$ cat config.mk
export PLATFORM = sky130hd
export DESIGN_NAME = bsb_exec
export DESIGN_NICKNAME = d
export VERILOG_FILES = /design/src/bsb_pkg.sv /design/src/bsb_cond.sv /design/src/bsb_exec.sv
export SDC_FILE = /design/constraint.sdc
export NUM_CORES = 1
export LEC_CHECK = 0
export BUFFER_PORTS_ARGS = -buffer_cell sky130_fd_sc_hd__clkbuf_2
export CAP_MARGIN = 25
export CORE_MARGIN = 8
export CORE_UTILIZATION = 53
export DETAILED_ROUTE_END_ITERATION = 8
export GPL_TIMING_DRIVEN = 1
export PLACE_DENSITY = 0.78
export REMOVE_ABC_BUFFERS = 1
export SYNTH_ARGS = -nofsm -noshare
export SYNTH_HDL_FRONTEND = slang
export SYNTH_SLANG_ARGS = --single-unit
$ cat constraint.sdc
create_clock -name clock_i -period 1.82 [get_ports clock_i]
set_input_delay 0 -clock clock_i [delete_from_list [all_inputs] [get_ports clock_i]]
set_output_delay 0 -clock clock_i [all_outputs]
set_load 0.005 [all_outputs]
$ cat src/bsb_pkg.sv
// Shared constants and types for the branch, skip and bit-operation unit.
// Assumes one core clock; all users reference items as bsb_pkg::name.
package bsb_pkg;

    // ========================================
    // Widths
    localparam int PC_W   = 10;
    localparam int DATA_W = 8;
    localparam int OFS_W  = 7;
    localparam int CNT_W  = 2;

    // ========================================
    // Status word bit positions
    localparam int FLAG_C = 0;
    localparam int FLAG_Z = 1;
    localparam int FLAG_N = 2;
    localparam int FLAG_V = 3;
    localparam int FLAG_S = 4;
    localparam int FLAG_H = 5;
    localparam int FLAG_T = 6;
    localparam int FLAG_I = 7;

    // ========================================
    // Cycle counts
    localparam logic [CNT_W-1:0] CYC_PLAIN    = 2'h1;
    localparam logic [CNT_W-1:0] CYC_SKIP_ONE = 2'h2;
    localparam logic [CNT_W-1:0] CYC_SKIP_TWO = 2'h3;
    localparam logic [CNT_W-1:0] CYC_BR_TAKEN = 2'h2;
    localparam logic [CNT_W-1:0] CYC_IO_BIT   = 2'h2;
    localparam logic [CNT_W-1:0] CYC_SHIFT    = 2'h1;

    // ========================================
    // Reset values
    localparam logic [PC_W-1:0]   PC_RST   = 10'h000;
    localparam logic [DATA_W-1:0] DATA_RST = 8'h00;
    localparam logic [CNT_W-1:0]  CNT_RST  = 2'h0;

    // ========================================
    // Operation codes
    typedef enum logic [4:0] {
        skip_if_reg_bit_zero   = 5'b00000,
        skip_if_reg_bit_one    = 5'b00001,
        skip_if_io_bit_zero    = 5'b00010,
        skip_if_io_bit_one     = 5'b00011,
        branch_on_flag_one     = 5'b00100,
        branch_on_flag_zero    = 5'b00101,
        branch_equal           = 5'b00110,
        branch_not_equal       = 5'b00111,
        branch_carry_one       = 5'b01000,
        branch_carry_zero      = 5'b01001,
        branch_same_or_higher  = 5'b01010,
        branch_lower           = 5'b01011,
        branch_minus           = 5'b01100,
        branch_plus            = 5'b01101,
        branch_signed_ge       = 5'b01110,
        branch_signed_lt       = 5'b01111,
        branch_half_carry_one  = 5'b10000,
        branch_half_carry_zero = 5'b10001,
        branch_transfer_one    = 5'b10010,
        branch_transfer_zero   = 5'b10011,
        branch_overflow_one    = 5'b10100,
        branch_overflow_zero   = 5'b10101,
        branch_irq_enabled     = 5'b10110,
        branch_irq_disabled    = 5'b10111,
        io_bit_force_one       = 5'b11000,
        io_bit_force_zero      = 5'b11001,
        logic_shift_up         = 5'b11010,
        logic_shift_down       = 5'b11011
    } bsb_op_type;

    typedef enum logic [0:0] {
        ST_IDLE = 1'b0,
        ST_RUN  = 1'b1
    } bsb_state_type;

endpackage

$ cat src/bsb_cond.sv
// Condition evaluator: decides whether a skip or branch is taken.
// Purely combinational; inputs come from logic on the core clock.
`timescale 1ns/1ns
module bsb_cond
(
    input  wire logic [4:0]              op_i,
    input  wire logic [2:0]              bit_sel_i,
    input  wire logic [bsb_pkg::DATA_W-1:0] reg_data_i,
    input  wire logic [bsb_pkg::DATA_W-1:0] io_data_i,
    input  wire logic [bsb_pkg::DATA_W-1:0] status_word_i,
    output logic                         skip_o,
    output logic                         branch_o
);

    // ========================================
    // Helpers
    function automatic logic pick_bit(input logic [7:0] v,
                                      input logic [2:0] b);
        pick_bit = v[b];
    endfunction

    logic fc;
    logic fz;
    logic fn;
    logic fv;
    logic fh;
    logic ft;
    logic fi;

    assign fc = status_word_i[bsb_pkg::FLAG_C];
    assign fz = status_word_i[bsb_pkg::FLAG_Z];
    assign fn = status_word_i[bsb_pkg::FLAG_N];
    assign fv = status_word_i[bsb_pkg::FLAG_V];
    assign fh = status_word_i[bsb_pkg::FLAG_H];
    assign ft = status_word_i[bsb_pkg::FLAG_T];
    assign fi = status_word_i[bsb_pkg::FLAG_I];

    // ========================================
    // Decision
    always_comb
    begin
        skip_o   = 1'b0;
        branch_o = 1'b0;
        unique case (op_i)
            bsb_pkg::skip_if_reg_bit_zero:
                skip_o = ~pick_bit(reg_data_i, bit_sel_i);
            bsb_pkg::skip_if_reg_bit_one:
                skip_o = pick_bit(reg_data_i, bit_sel_i);
            bsb_pkg::skip_if_io_bit_zero:
                skip_o = ~pick_bit(io_data_i, bit_sel_i);
            bsb_pkg::skip_if_io_bit_one:
                skip_o = pick_bit(io_data_i, bit_sel_i);
            bsb_pkg::branch_on_flag_one:
                branch_o = pick_bit(status_word_i, bit_sel_i);
            bsb_pkg::branch_on_flag_zero:
                branch_o = ~pick_bit(status_word_i, bit_sel_i);
            bsb_pkg::branch_equal:           branch_o = fz;
            bsb_pkg::branch_not_equal:       branch_o = ~fz;
            bsb_pkg::branch_carry_one:       branch_o = fc;
            bsb_pkg::branch_lower:           branch_o = fc;
            bsb_pkg::branch_carry_zero:      branch_o = ~fc;
            bsb_pkg::branch_same_or_higher:  branch_o = ~fc;
            bsb_pkg::branch_minus:           branch_o = fn;
            bsb_pkg::branch_plus:            branch_o = ~fn;
            bsb_pkg::branch_signed_ge:       branch_o = ~(fn ^ fv);
            bsb_pkg::branch_signed_lt:       branch_o = fn ^ fv;
            bsb_pkg::branch_half_carry_one:  branch_o = fh;
            bsb_pkg::branch_half_carry_zero: branch_o = ~fh;
            bsb_pkg::branch_transfer_one:    branch_o = ft;
            bsb_pkg::branch_transfer_zero:   branch_o = ~ft;
            bsb_pkg::branch_overflow_one:    branch_o = fv;
            bsb_pkg::branch_overflow_zero:   branch_o = ~fv;
            bsb_pkg::branch_irq_enabled:     branch_o = fi;
            bsb_pkg::branch_irq_disabled:    branch_o = ~fi;
            default:
            begin
                skip_o   = 1'b0;
                branch_o = 1'b0;
            end
        endcase
    end

endmodule

$ cat src/bsb_exec.sv
// Execution unit for bit skips, flag branches, I/O bit writes and shifts.
// Assumes the core fetch logic presents one instruction per request and
// holds operands stable on the request cycle; all on the core clock.
`timescale 1ns/1ns
module bsb_exec
(
    input  wire logic                        clock_i,
    input  wire logic                        resetn_i,
    input  wire logic                        start_i,
    input  wire logic [4:0]                  op_i,
    input  wire logic [2:0]                  bit_sel_i,
    input  wire logic [bsb_pkg::OFS_W-1:0]   offset_i,
    input  wire logic [bsb_pkg::PC_W-1:0]    pc_i,
    input  wire logic                        next_two_word_i,
    input  wire logic [bsb_pkg::DATA_W-1:0]  reg_data_i,
    input  wire logic [bsb_pkg::DATA_W-1:0]  io_data_i,
    input  wire logic [bsb_pkg::DATA_W-1:0]  status_word_i,
    output logic                             ready_o,
    output logic                             done_o,
    output logic [bsb_pkg::PC_W-1:0]         next_pc_o,
    output logic                             skip_o,
    output logic                             taken_o,
    output logic [bsb_pkg::DATA_W-1:0]       reg_wdata_o,
    output logic                             reg_we_o,
    output logic [bsb_pkg::DATA_W-1:0]       io_wdata_o,
    output logic                             io_we_o,
    output logic [bsb_pkg::DATA_W-1:0]       status_word_o,
    output logic                             status_we_o
);

    // ========================================
    // Reset release
    logic rst_meta_r;
    logic rst_sync_r;

    always_ff @(posedge clock_i or negedge resetn_i)
    begin
        if (!resetn_i)
        begin
            rst_meta_r <= 1'b0;
            rst_sync_r <= 1'b0;
        end
        else
        begin
            rst_meta_r <= 1'b1;
            rst_sync_r <= rst_meta_r;
        end
    end

    // ========================================
    // Helpers
    function automatic logic [bsb_pkg::PC_W-1:0] pc_add(
        input logic [bsb_pkg::PC_W-1:0] base,
        input logic [bsb_pkg::PC_W-1:0] delta);
        pc_add = base + delta;
    endfunction

    function automatic logic [7:0] bit_write(input logic [7:0] v,
                                             input logic [2:0] b,
                                             input logic       val);
        logic [7:0] t;
        t      = v;
        t[b]   = val;
        bit_write = t;
    endfunction

    // ========================================
    // Condition evaluation
    logic cond_skip;
    logic cond_branch;

    bsb_cond u_cond
    (
        .op_i          (op_i),
        .bit_sel_i     (bit_sel_i),
        .reg_data_i    (reg_data_i),
        .io_data_i     (io_data_i),
        .status_word_i (status_word_i),
        .skip_o        (cond_skip),
        .branch_o      (cond_branch)
    );

    // ========================================
    // Operation result
    logic [bsb_pkg::PC_W-1:0]   ofs_ext;
    logic [bsb_pkg::PC_W-1:0]   res_pc;
    logic [bsb_pkg::CNT_W-1:0]  res_cyc;
    logic [bsb_pkg::DATA_W-1:0] res_reg;
    logic                       res_reg_we;
    logic [bsb_pkg::DATA_W-1:0] res_io;
    logic                       res_io_we;
    logic [bsb_pkg::DATA_W-1:0] res_sw;
    logic                       res_sw_we;
    logic                       shift_out;
    logic                       is_skip;
    logic                       is_branch;

    assign ofs_ext = {{(bsb_pkg::PC_W-bsb_pkg::OFS_W){offset_i[6]}},
                      offset_i};
    assign is_skip   = (op_i[4:2] == 3'b000);
    assign is_branch = ~is_skip & (op_i[4:3] != 2'b11);

    always_comb
    begin
        res_pc     = pc_add(pc_i, 10'h001);
        res_cyc    = bsb_pkg::CYC_PLAIN;
        res_reg    = reg_data_i;
        res_reg_we = 1'b0;
        res_io     = io_data_i;
        res_io_we  = 1'b0;
        res_sw     = status_word_i;
        res_sw_we  = 1'b0;
        shift_out  = 1'b0;
        if (is_skip)
        begin
            if (cond_skip && next_two_word_i)
            begin
                res_pc  = pc_add(pc_i, 10'h003);
                res_cyc = bsb_pkg::CYC_SKIP_TWO;
            end
            else if (cond_skip)
            begin
                res_pc  = pc_add(pc_i, 10'h002);
                res_cyc = bsb_pkg::CYC_SKIP_ONE;
            end
        end
        else if (is_branch)
        begin
            // target PC plus k plus one
            if (cond_branch)
            begin
                res_pc  = pc_add(pc_add(pc_i, ofs_ext), 10'h001);
                res_cyc = bsb_pkg::CYC_BR_TAKEN;
            end
        end
        else
        begin
            unique case (op_i)
                bsb_pkg::io_bit_force_one:
                begin
                    res_io    = bit_write(io_data_i, bit_sel_i, 1'b1);
                    res_io_we = 1'b1;
                    res_cyc   = bsb_pkg::CYC_IO_BIT;
                end
                bsb_pkg::io_bit_force_zero:
                begin
                    res_io    = bit_write(io_data_i, bit_sel_i, 1'b0);
                    res_io_we = 1'b1;
                    res_cyc   = bsb_pkg::CYC_IO_BIT;
                end
                bsb_pkg::logic_shift_up:
                begin
                    res_reg    = {reg_data_i[6:0], 1'b0};
                    shift_out  = reg_data_i[7];
                    res_reg_we = 1'b1;
                    res_cyc    = bsb_pkg::CYC_SHIFT;
                end
                bsb_pkg::logic_shift_down:
                begin
                    res_reg    = {1'b0, reg_data_i[7:1]};
                    shift_out  = reg_data_i[0];
                    res_reg_we = 1'b1;
                    res_cyc    = bsb_pkg::CYC_SHIFT;
                end
                default:
                begin
                    res_cyc = bsb_pkg::CYC_PLAIN;
                end
            endcase
            if (res_reg_we)
            begin
                res_sw[bsb_pkg::FLAG_C] = shift_out;
                res_sw[bsb_pkg::FLAG_Z] = (res_reg == 8'h00);
                res_sw[bsb_pkg::FLAG_N] = res_reg[7];
                res_sw[bsb_pkg::FLAG_V] = res_reg[7] ^ shift_out;
                res_sw_we               = 1'b1;
            end
        end
    end

    // ========================================
    // Sequencer
    bsb_pkg::bsb_state_type     state_r;
    bsb_pkg::bsb_state_type     state_nxt;
    logic [bsb_pkg::CNT_W-1:0]  remain_r;
    logic [bsb_pkg::CNT_W-1:0]  remain_nxt;
    logic                       accept;
    logic                       last;

    assign accept = start_i && (state_r == bsb_pkg::ST_IDLE);
    assign last   = (state_r == bsb_pkg::ST_RUN) && (remain_r == 2'h1);

    always_comb
    begin
        state_nxt  = state_r;
        remain_nxt = remain_r;
        unique case (state_r)
            bsb_pkg::ST_IDLE:
            begin
                if (accept)
                begin
                    state_nxt  = bsb_pkg::ST_RUN;
                    remain_nxt = res_cyc;
                end
            end
            bsb_pkg::ST_RUN:
            begin
                if (last)
                begin
                    state_nxt  = bsb_pkg::ST_IDLE;
                    remain_nxt = bsb_pkg::CNT_RST;
                end
                else
                begin
                    remain_nxt = remain_r - 2'h1;
                end
            end
        endcase
    end

    always_ff @(posedge clock_i or negedge rst_sync_r)
    begin
        if (!rst_sync_r)
        begin
            state_r  <= bsb_pkg::ST_IDLE;
            remain_r <= bsb_pkg::CNT_RST;
        end
        else
        begin
            state_r  <= state_nxt;
            remain_r <= remain_nxt;
        end
    end

    // ========================================
    // Result registers
    logic [bsb_pkg::PC_W-1:0]   pc_r;
    logic [bsb_pkg::PC_W-1:0]   pc_nxt;
    logic                       skip_r;
    logic                       skip_nxt;
    logic                       taken_r;
    logic                       taken_nxt;
    logic [bsb_pkg::DATA_W-1:0] reg_r;
    logic [bsb_pkg::DATA_W-1:0] reg_nxt;
    logic                       reg_we_r;
    logic                       reg_we_nxt;
    logic [bsb_pkg::DATA_W-1:0] io_r;
    logic [bsb_pkg::DATA_W-1:0] io_nxt;
    logic                       io_we_r;
    logic                       io_we_nxt;
    logic [bsb_pkg::DATA_W-1:0] sw_r;
    logic [bsb_pkg::DATA_W-1:0] sw_nxt;
    logic                       sw_we_r;
    logic                       sw_we_nxt;

    always_comb
    begin
        pc_nxt     = pc_r;
        skip_nxt   = skip_r;
        taken_nxt  = taken_r;
        reg_nxt    = reg_r;
        reg_we_nxt = reg_we_r;
        io_nxt     = io_r;
        io_we_nxt  = io_we_r;
        sw_nxt     = sw_r;
        sw_we_nxt  = sw_we_r;
        if (accept)
        begin
            pc_nxt     = res_pc;
            skip_nxt   = is_skip & cond_skip;
            taken_nxt  = is_branch & cond_branch;
            reg_nxt    = res_reg;
            reg_we_nxt = res_reg_we;
            io_nxt     = res_io;
            io_we_nxt  = res_io_we;
            // skips and branches leave flags alone
            sw_nxt     = res_sw;
            sw_we_nxt  = res_sw_we;
        end
    end

    always_ff @(posedge clock_i or negedge rst_sync_r)
    begin
        if (!rst_sync_r)
        begin
            pc_r     <= bsb_pkg::PC_RST;
            skip_r   <= 1'b0;
            taken_r  <= 1'b0;
            reg_r    <= bsb_pkg::DATA_RST;
            reg_we_r <= 1'b0;
            io_r     <= bsb_pkg::DATA_RST;
            io_we_r  <= 1'b0;
            sw_r     <= bsb_pkg::DATA_RST;
            sw_we_r  <= 1'b0;
        end
        else
        begin
            pc_r     <= pc_nxt;
            skip_r   <= skip_nxt;
            taken_r  <= taken_nxt;
            reg_r    <= reg_nxt;
            reg_we_r <= reg_we_nxt;
            io_r     <= io_nxt;
            io_we_r  <= io_we_nxt;
            sw_r     <= sw_nxt;
            sw_we_r  <= sw_we_nxt;
        end
    end

    // ========================================
    // Outputs
    assign ready_o       = (state_r == bsb_pkg::ST_IDLE);
    assign done_o        = last;
    assign next_pc_o     = pc_r;
    assign skip_o        = skip_r;
    assign taken_o       = taken_r;
    assign reg_wdata_o   = reg_r;
    assign reg_we_o      = last & reg_we_r;
    assign io_wdata_o    = io_r;
    assign io_we_o       = last & io_we_r;
    assign status_word_o = sw_r;
    assign status_we_o   = last & sw_we_r;

endmodule

==> reports/results.ini <==
[run_status]
status = finished with violations
violations = negative hold slack, negative setup slack

[floorplanning]
start_util = 0.5536
core_area_sq_mm = 0.005956
dieHeight_microns = 94.87
die_w_microns = 94.87
die-area_sq_mm = 0.009000
io_pins = 94
core.rowCount = 28

[worst_setup_path]
startpoint_type = primary input
worst_setup_path_end_kind = register
max_stage_delay_ns = 0.51
worstPathRequired_ns = 2.05
path_cells = buf_8, mux4_2, mux2i_2, mux2i_1, buf_4, nor3_4, o21ai_2, and2_4, or4_4, nand4b_1
r2r-start = state_r$_DFF_PN0_
critPathMaxFanout = 3
slowest_stage = mux4_2
crit_buf_inv = 2
cpLargestDelayFamily = simple AND/OR/NAND/NOR gates
crit_arrival_ns = 2.21
rrSetupSlack_ns = 0.20
crit_start = bit_sel_i[1]
path_class = primary input to register

[flow_run]
cap_violations = 0

[drt]
drtPass1Iterations = 5
drt_iter0_markers = 141
postRouteAntennaNets = 0
num_vias = 3604
wire_per_inst_microns = 16.57
drt_wl_total_microns = 10360
viasPerCell = 5.766
drc = 0

[grt]
grt_usage = 0.2230
grt_pass1_wl_microns = 16530
antenna_found_initial = 0
grt_max_degree = 42
grt_pass1_vias = 3629
grt-ovfl-total = 0

[worst_hold_path]
hold_path_class = primary input to register
min-delay-start = status_word_i[6]

[synthesis]
syn_inst = 409
yosysSeqAreaShare = 0.3264
synth_edf_count = 0
synthArstFlopShare = 1.000
synthDistinctLibCells = 56
avgSynthCellArea_sq_um = 8.061
yosysWarnings = 0
synth_area_sq_mm = 0.003297
ys_seq_elements = 43
synth_ff_type = dfrtp_1

[power_and_ir_drop]
power_density_mw_per_mm2 = 932.3
vdd.ir_drop.worst_uv = 629.5
leakage_nw = 2.205

[sta]
hold_viol = 1
fin_ws_ns = -0.1605
post-route-period-util = 1.088
fmax_mhz = 504.9
setup_viol = 6
setup_tns_ns = -0.4269
grt_setup_unrepaired = yes
hold_slack_ns = -0.007718
period_minus_slack_ns = 1.981
final.setup_skew_ns = 0.008389
slew_viol_final = 0

[placement]
place.gp.congestion = 0.8960
place_inst = 610
dpl_worst_slack_ns = -0.4706
dpl-instance-area_sq_mm = 0.004202
portBuffers = 93
dp_hpwl_microns = 7775

[layout]
fillCellCount = 437
design_area_sq_mm = 0.004542
final_common_cell = clkbuf_2
mostFrequentLayoutCells = clkbuf_2, nand2_1, buf_4, dfrtp_1, nor2_1
antennaDiodeCount = 0
fin_nets = 617
drive_gt1_frac = 0.3309
stdcell_count = 625
syn2layout_area_growth_pct = 37.76

[clock_tree]
root_buffer = clkbuf_8
clock_sinks = 43
clockBufferDepth = 2
clock_latency_ns = 0.29
cts_tree = yes
cts_buffers = 5
cts_htree_levels = 2
clk_pin_slew_ns = 0.08

==> layer usage <==
metal,up-vias,share of wire,track usage
met2,164,0.50,0.3917
met5,-,0,0
met3,31,0.077,0.04444
met1,1684,0.39,0.2648
li1,1725,-,-
met4,0,0.033,0.07542
==> cell type report <==
class	count	area [sq um]	share of cell area
Timing Repair Buffer	154	1047	0.2306
Tap cell	75	93.84	0.02066
Sequential cell	43	1077	0.2372
Clock inverter	1	30.03	0.006612
Clock buffer	7	76.32	0.01680
Multi-Input combinational cell	329	2157	0.4749
Inverter	16	60.06	0.01322
==> report_power, final <==
group	internal (mW)	switching, mW	total (mW)
Combinational	0.904	0.971	1.87
Clock	0.411	0.328	0.739
Sequential	1.37	0.248	1.62
==> metrics by stage <==
stage / utilization / power (mW)
after detailed placement: 0.7055 / 3.415
after global routing: 0.7626 / 4.551
after global placement: 0.7055 / 3.334
final: 0.7626 / 4.234
after floorplan: - / 2.469
after CTS: 0.7336 / 4.173
==> final timing paths <==
path,end,cells after the start
max,next_pc_o[7]$_DFFE_PN0P_,10
min,status_word_o[6]$_DFFE_PN0P_,4
max reg2reg,next_pc_o[7]$_DFFE_PN0P_,5
min reg2reg,remain_r[1]$_DFFE_PN0P_,1
max in group asynchronous,reg_wdata_o[1]$_DFFE_PN0P_,1
min in group asynchronous,rst_sync_r$_DFF_PN0_,2
==> repair_timing <==
item | 4_1_cts | 5_1_grt
hold buffers | 3 | 0
endpoints found under the setup margin | 11 | 12
resized for setup | 6 | 34
hold endpoints to repair | 4 | 0
gates cloned | 0 | 3
pin swaps | 3 | 19
setup buffers | 0 | 1
==> cell usage after synthesis, drive strengths merged, types with 2 or more instances <==
cell type  count  area share
ha            14       0.053
a31oi          6       0.011
inv           15       0.017
o21ai         39       0.059
nor3          11       0.020
and3           3      0.0057
nand4          2      0.0038
o311ai         2      0.0053
nand4b         2      0.0053
o32ai          2      0.0053
nand2         75       0.085
o211ai         3      0.0068
nor2b          5      0.0095
a211oi         3      0.0068
a311oi         2      0.0072
nor2          39       0.044
xnor2         11       0.029
nand3          8       0.012
nor3b          3      0.0068
a32oi          2      0.0053
buf            6      0.0091
mux2i         18       0.055
dfrtp         43        0.33
xor2          10       0.027
a21o           2      0.0046
o32a           3      0.0091
nand2b         5      0.0095
a21oi         24       0.036
a22oi          2      0.0046
and2           4      0.0076
or3            8       0.015
clkbuf        15       0.017
mux4           5       0.034
==> worst register-to-register path, cell delays in order (launching register included) <==
cell and delay [ns]:
dfrtp_1 0.45, nor2b_1 0.17, buf_4 0.18, nand2_1 0.13
or4_4 0.53, nand4b_1 0.11
==> kinds of logic (layout without fill, tap and decap cells) <==
family	count (synthesis)	count (layout)	synth area share
AOI/OAI and AO/OA	100	100	0.1894
buffers and inverters	37	178	0.04440
other	1	1	0.001137
xor gates and xnor gates	21	21	0.05579
and+or+nand+nor	169	169	0.2349
muxes	23	23	0.08880
DFF	43	43	0.3264
adders and majority gates	15	15	0.05920
==> flip-flops by register name, indices dropped and copies added, names as in the netlist <==
| register | cells |
|---|---|
| status_word_o | 8 |
| io_we_r | 1 |
| next_pc_o | 10 |
| taken_o | 1 |
| reg_wdata_o | 8 |
| rst_sync_r | 1 |
| remain_r | 2 |
| state_r | 1 |
| io_wdata_o | 8 |
| rst_meta_r | 1 |
| skip_o | 1 |
| reg_we_r | 1 |
No activity file was read; power rests on OpenSTA's default activity.
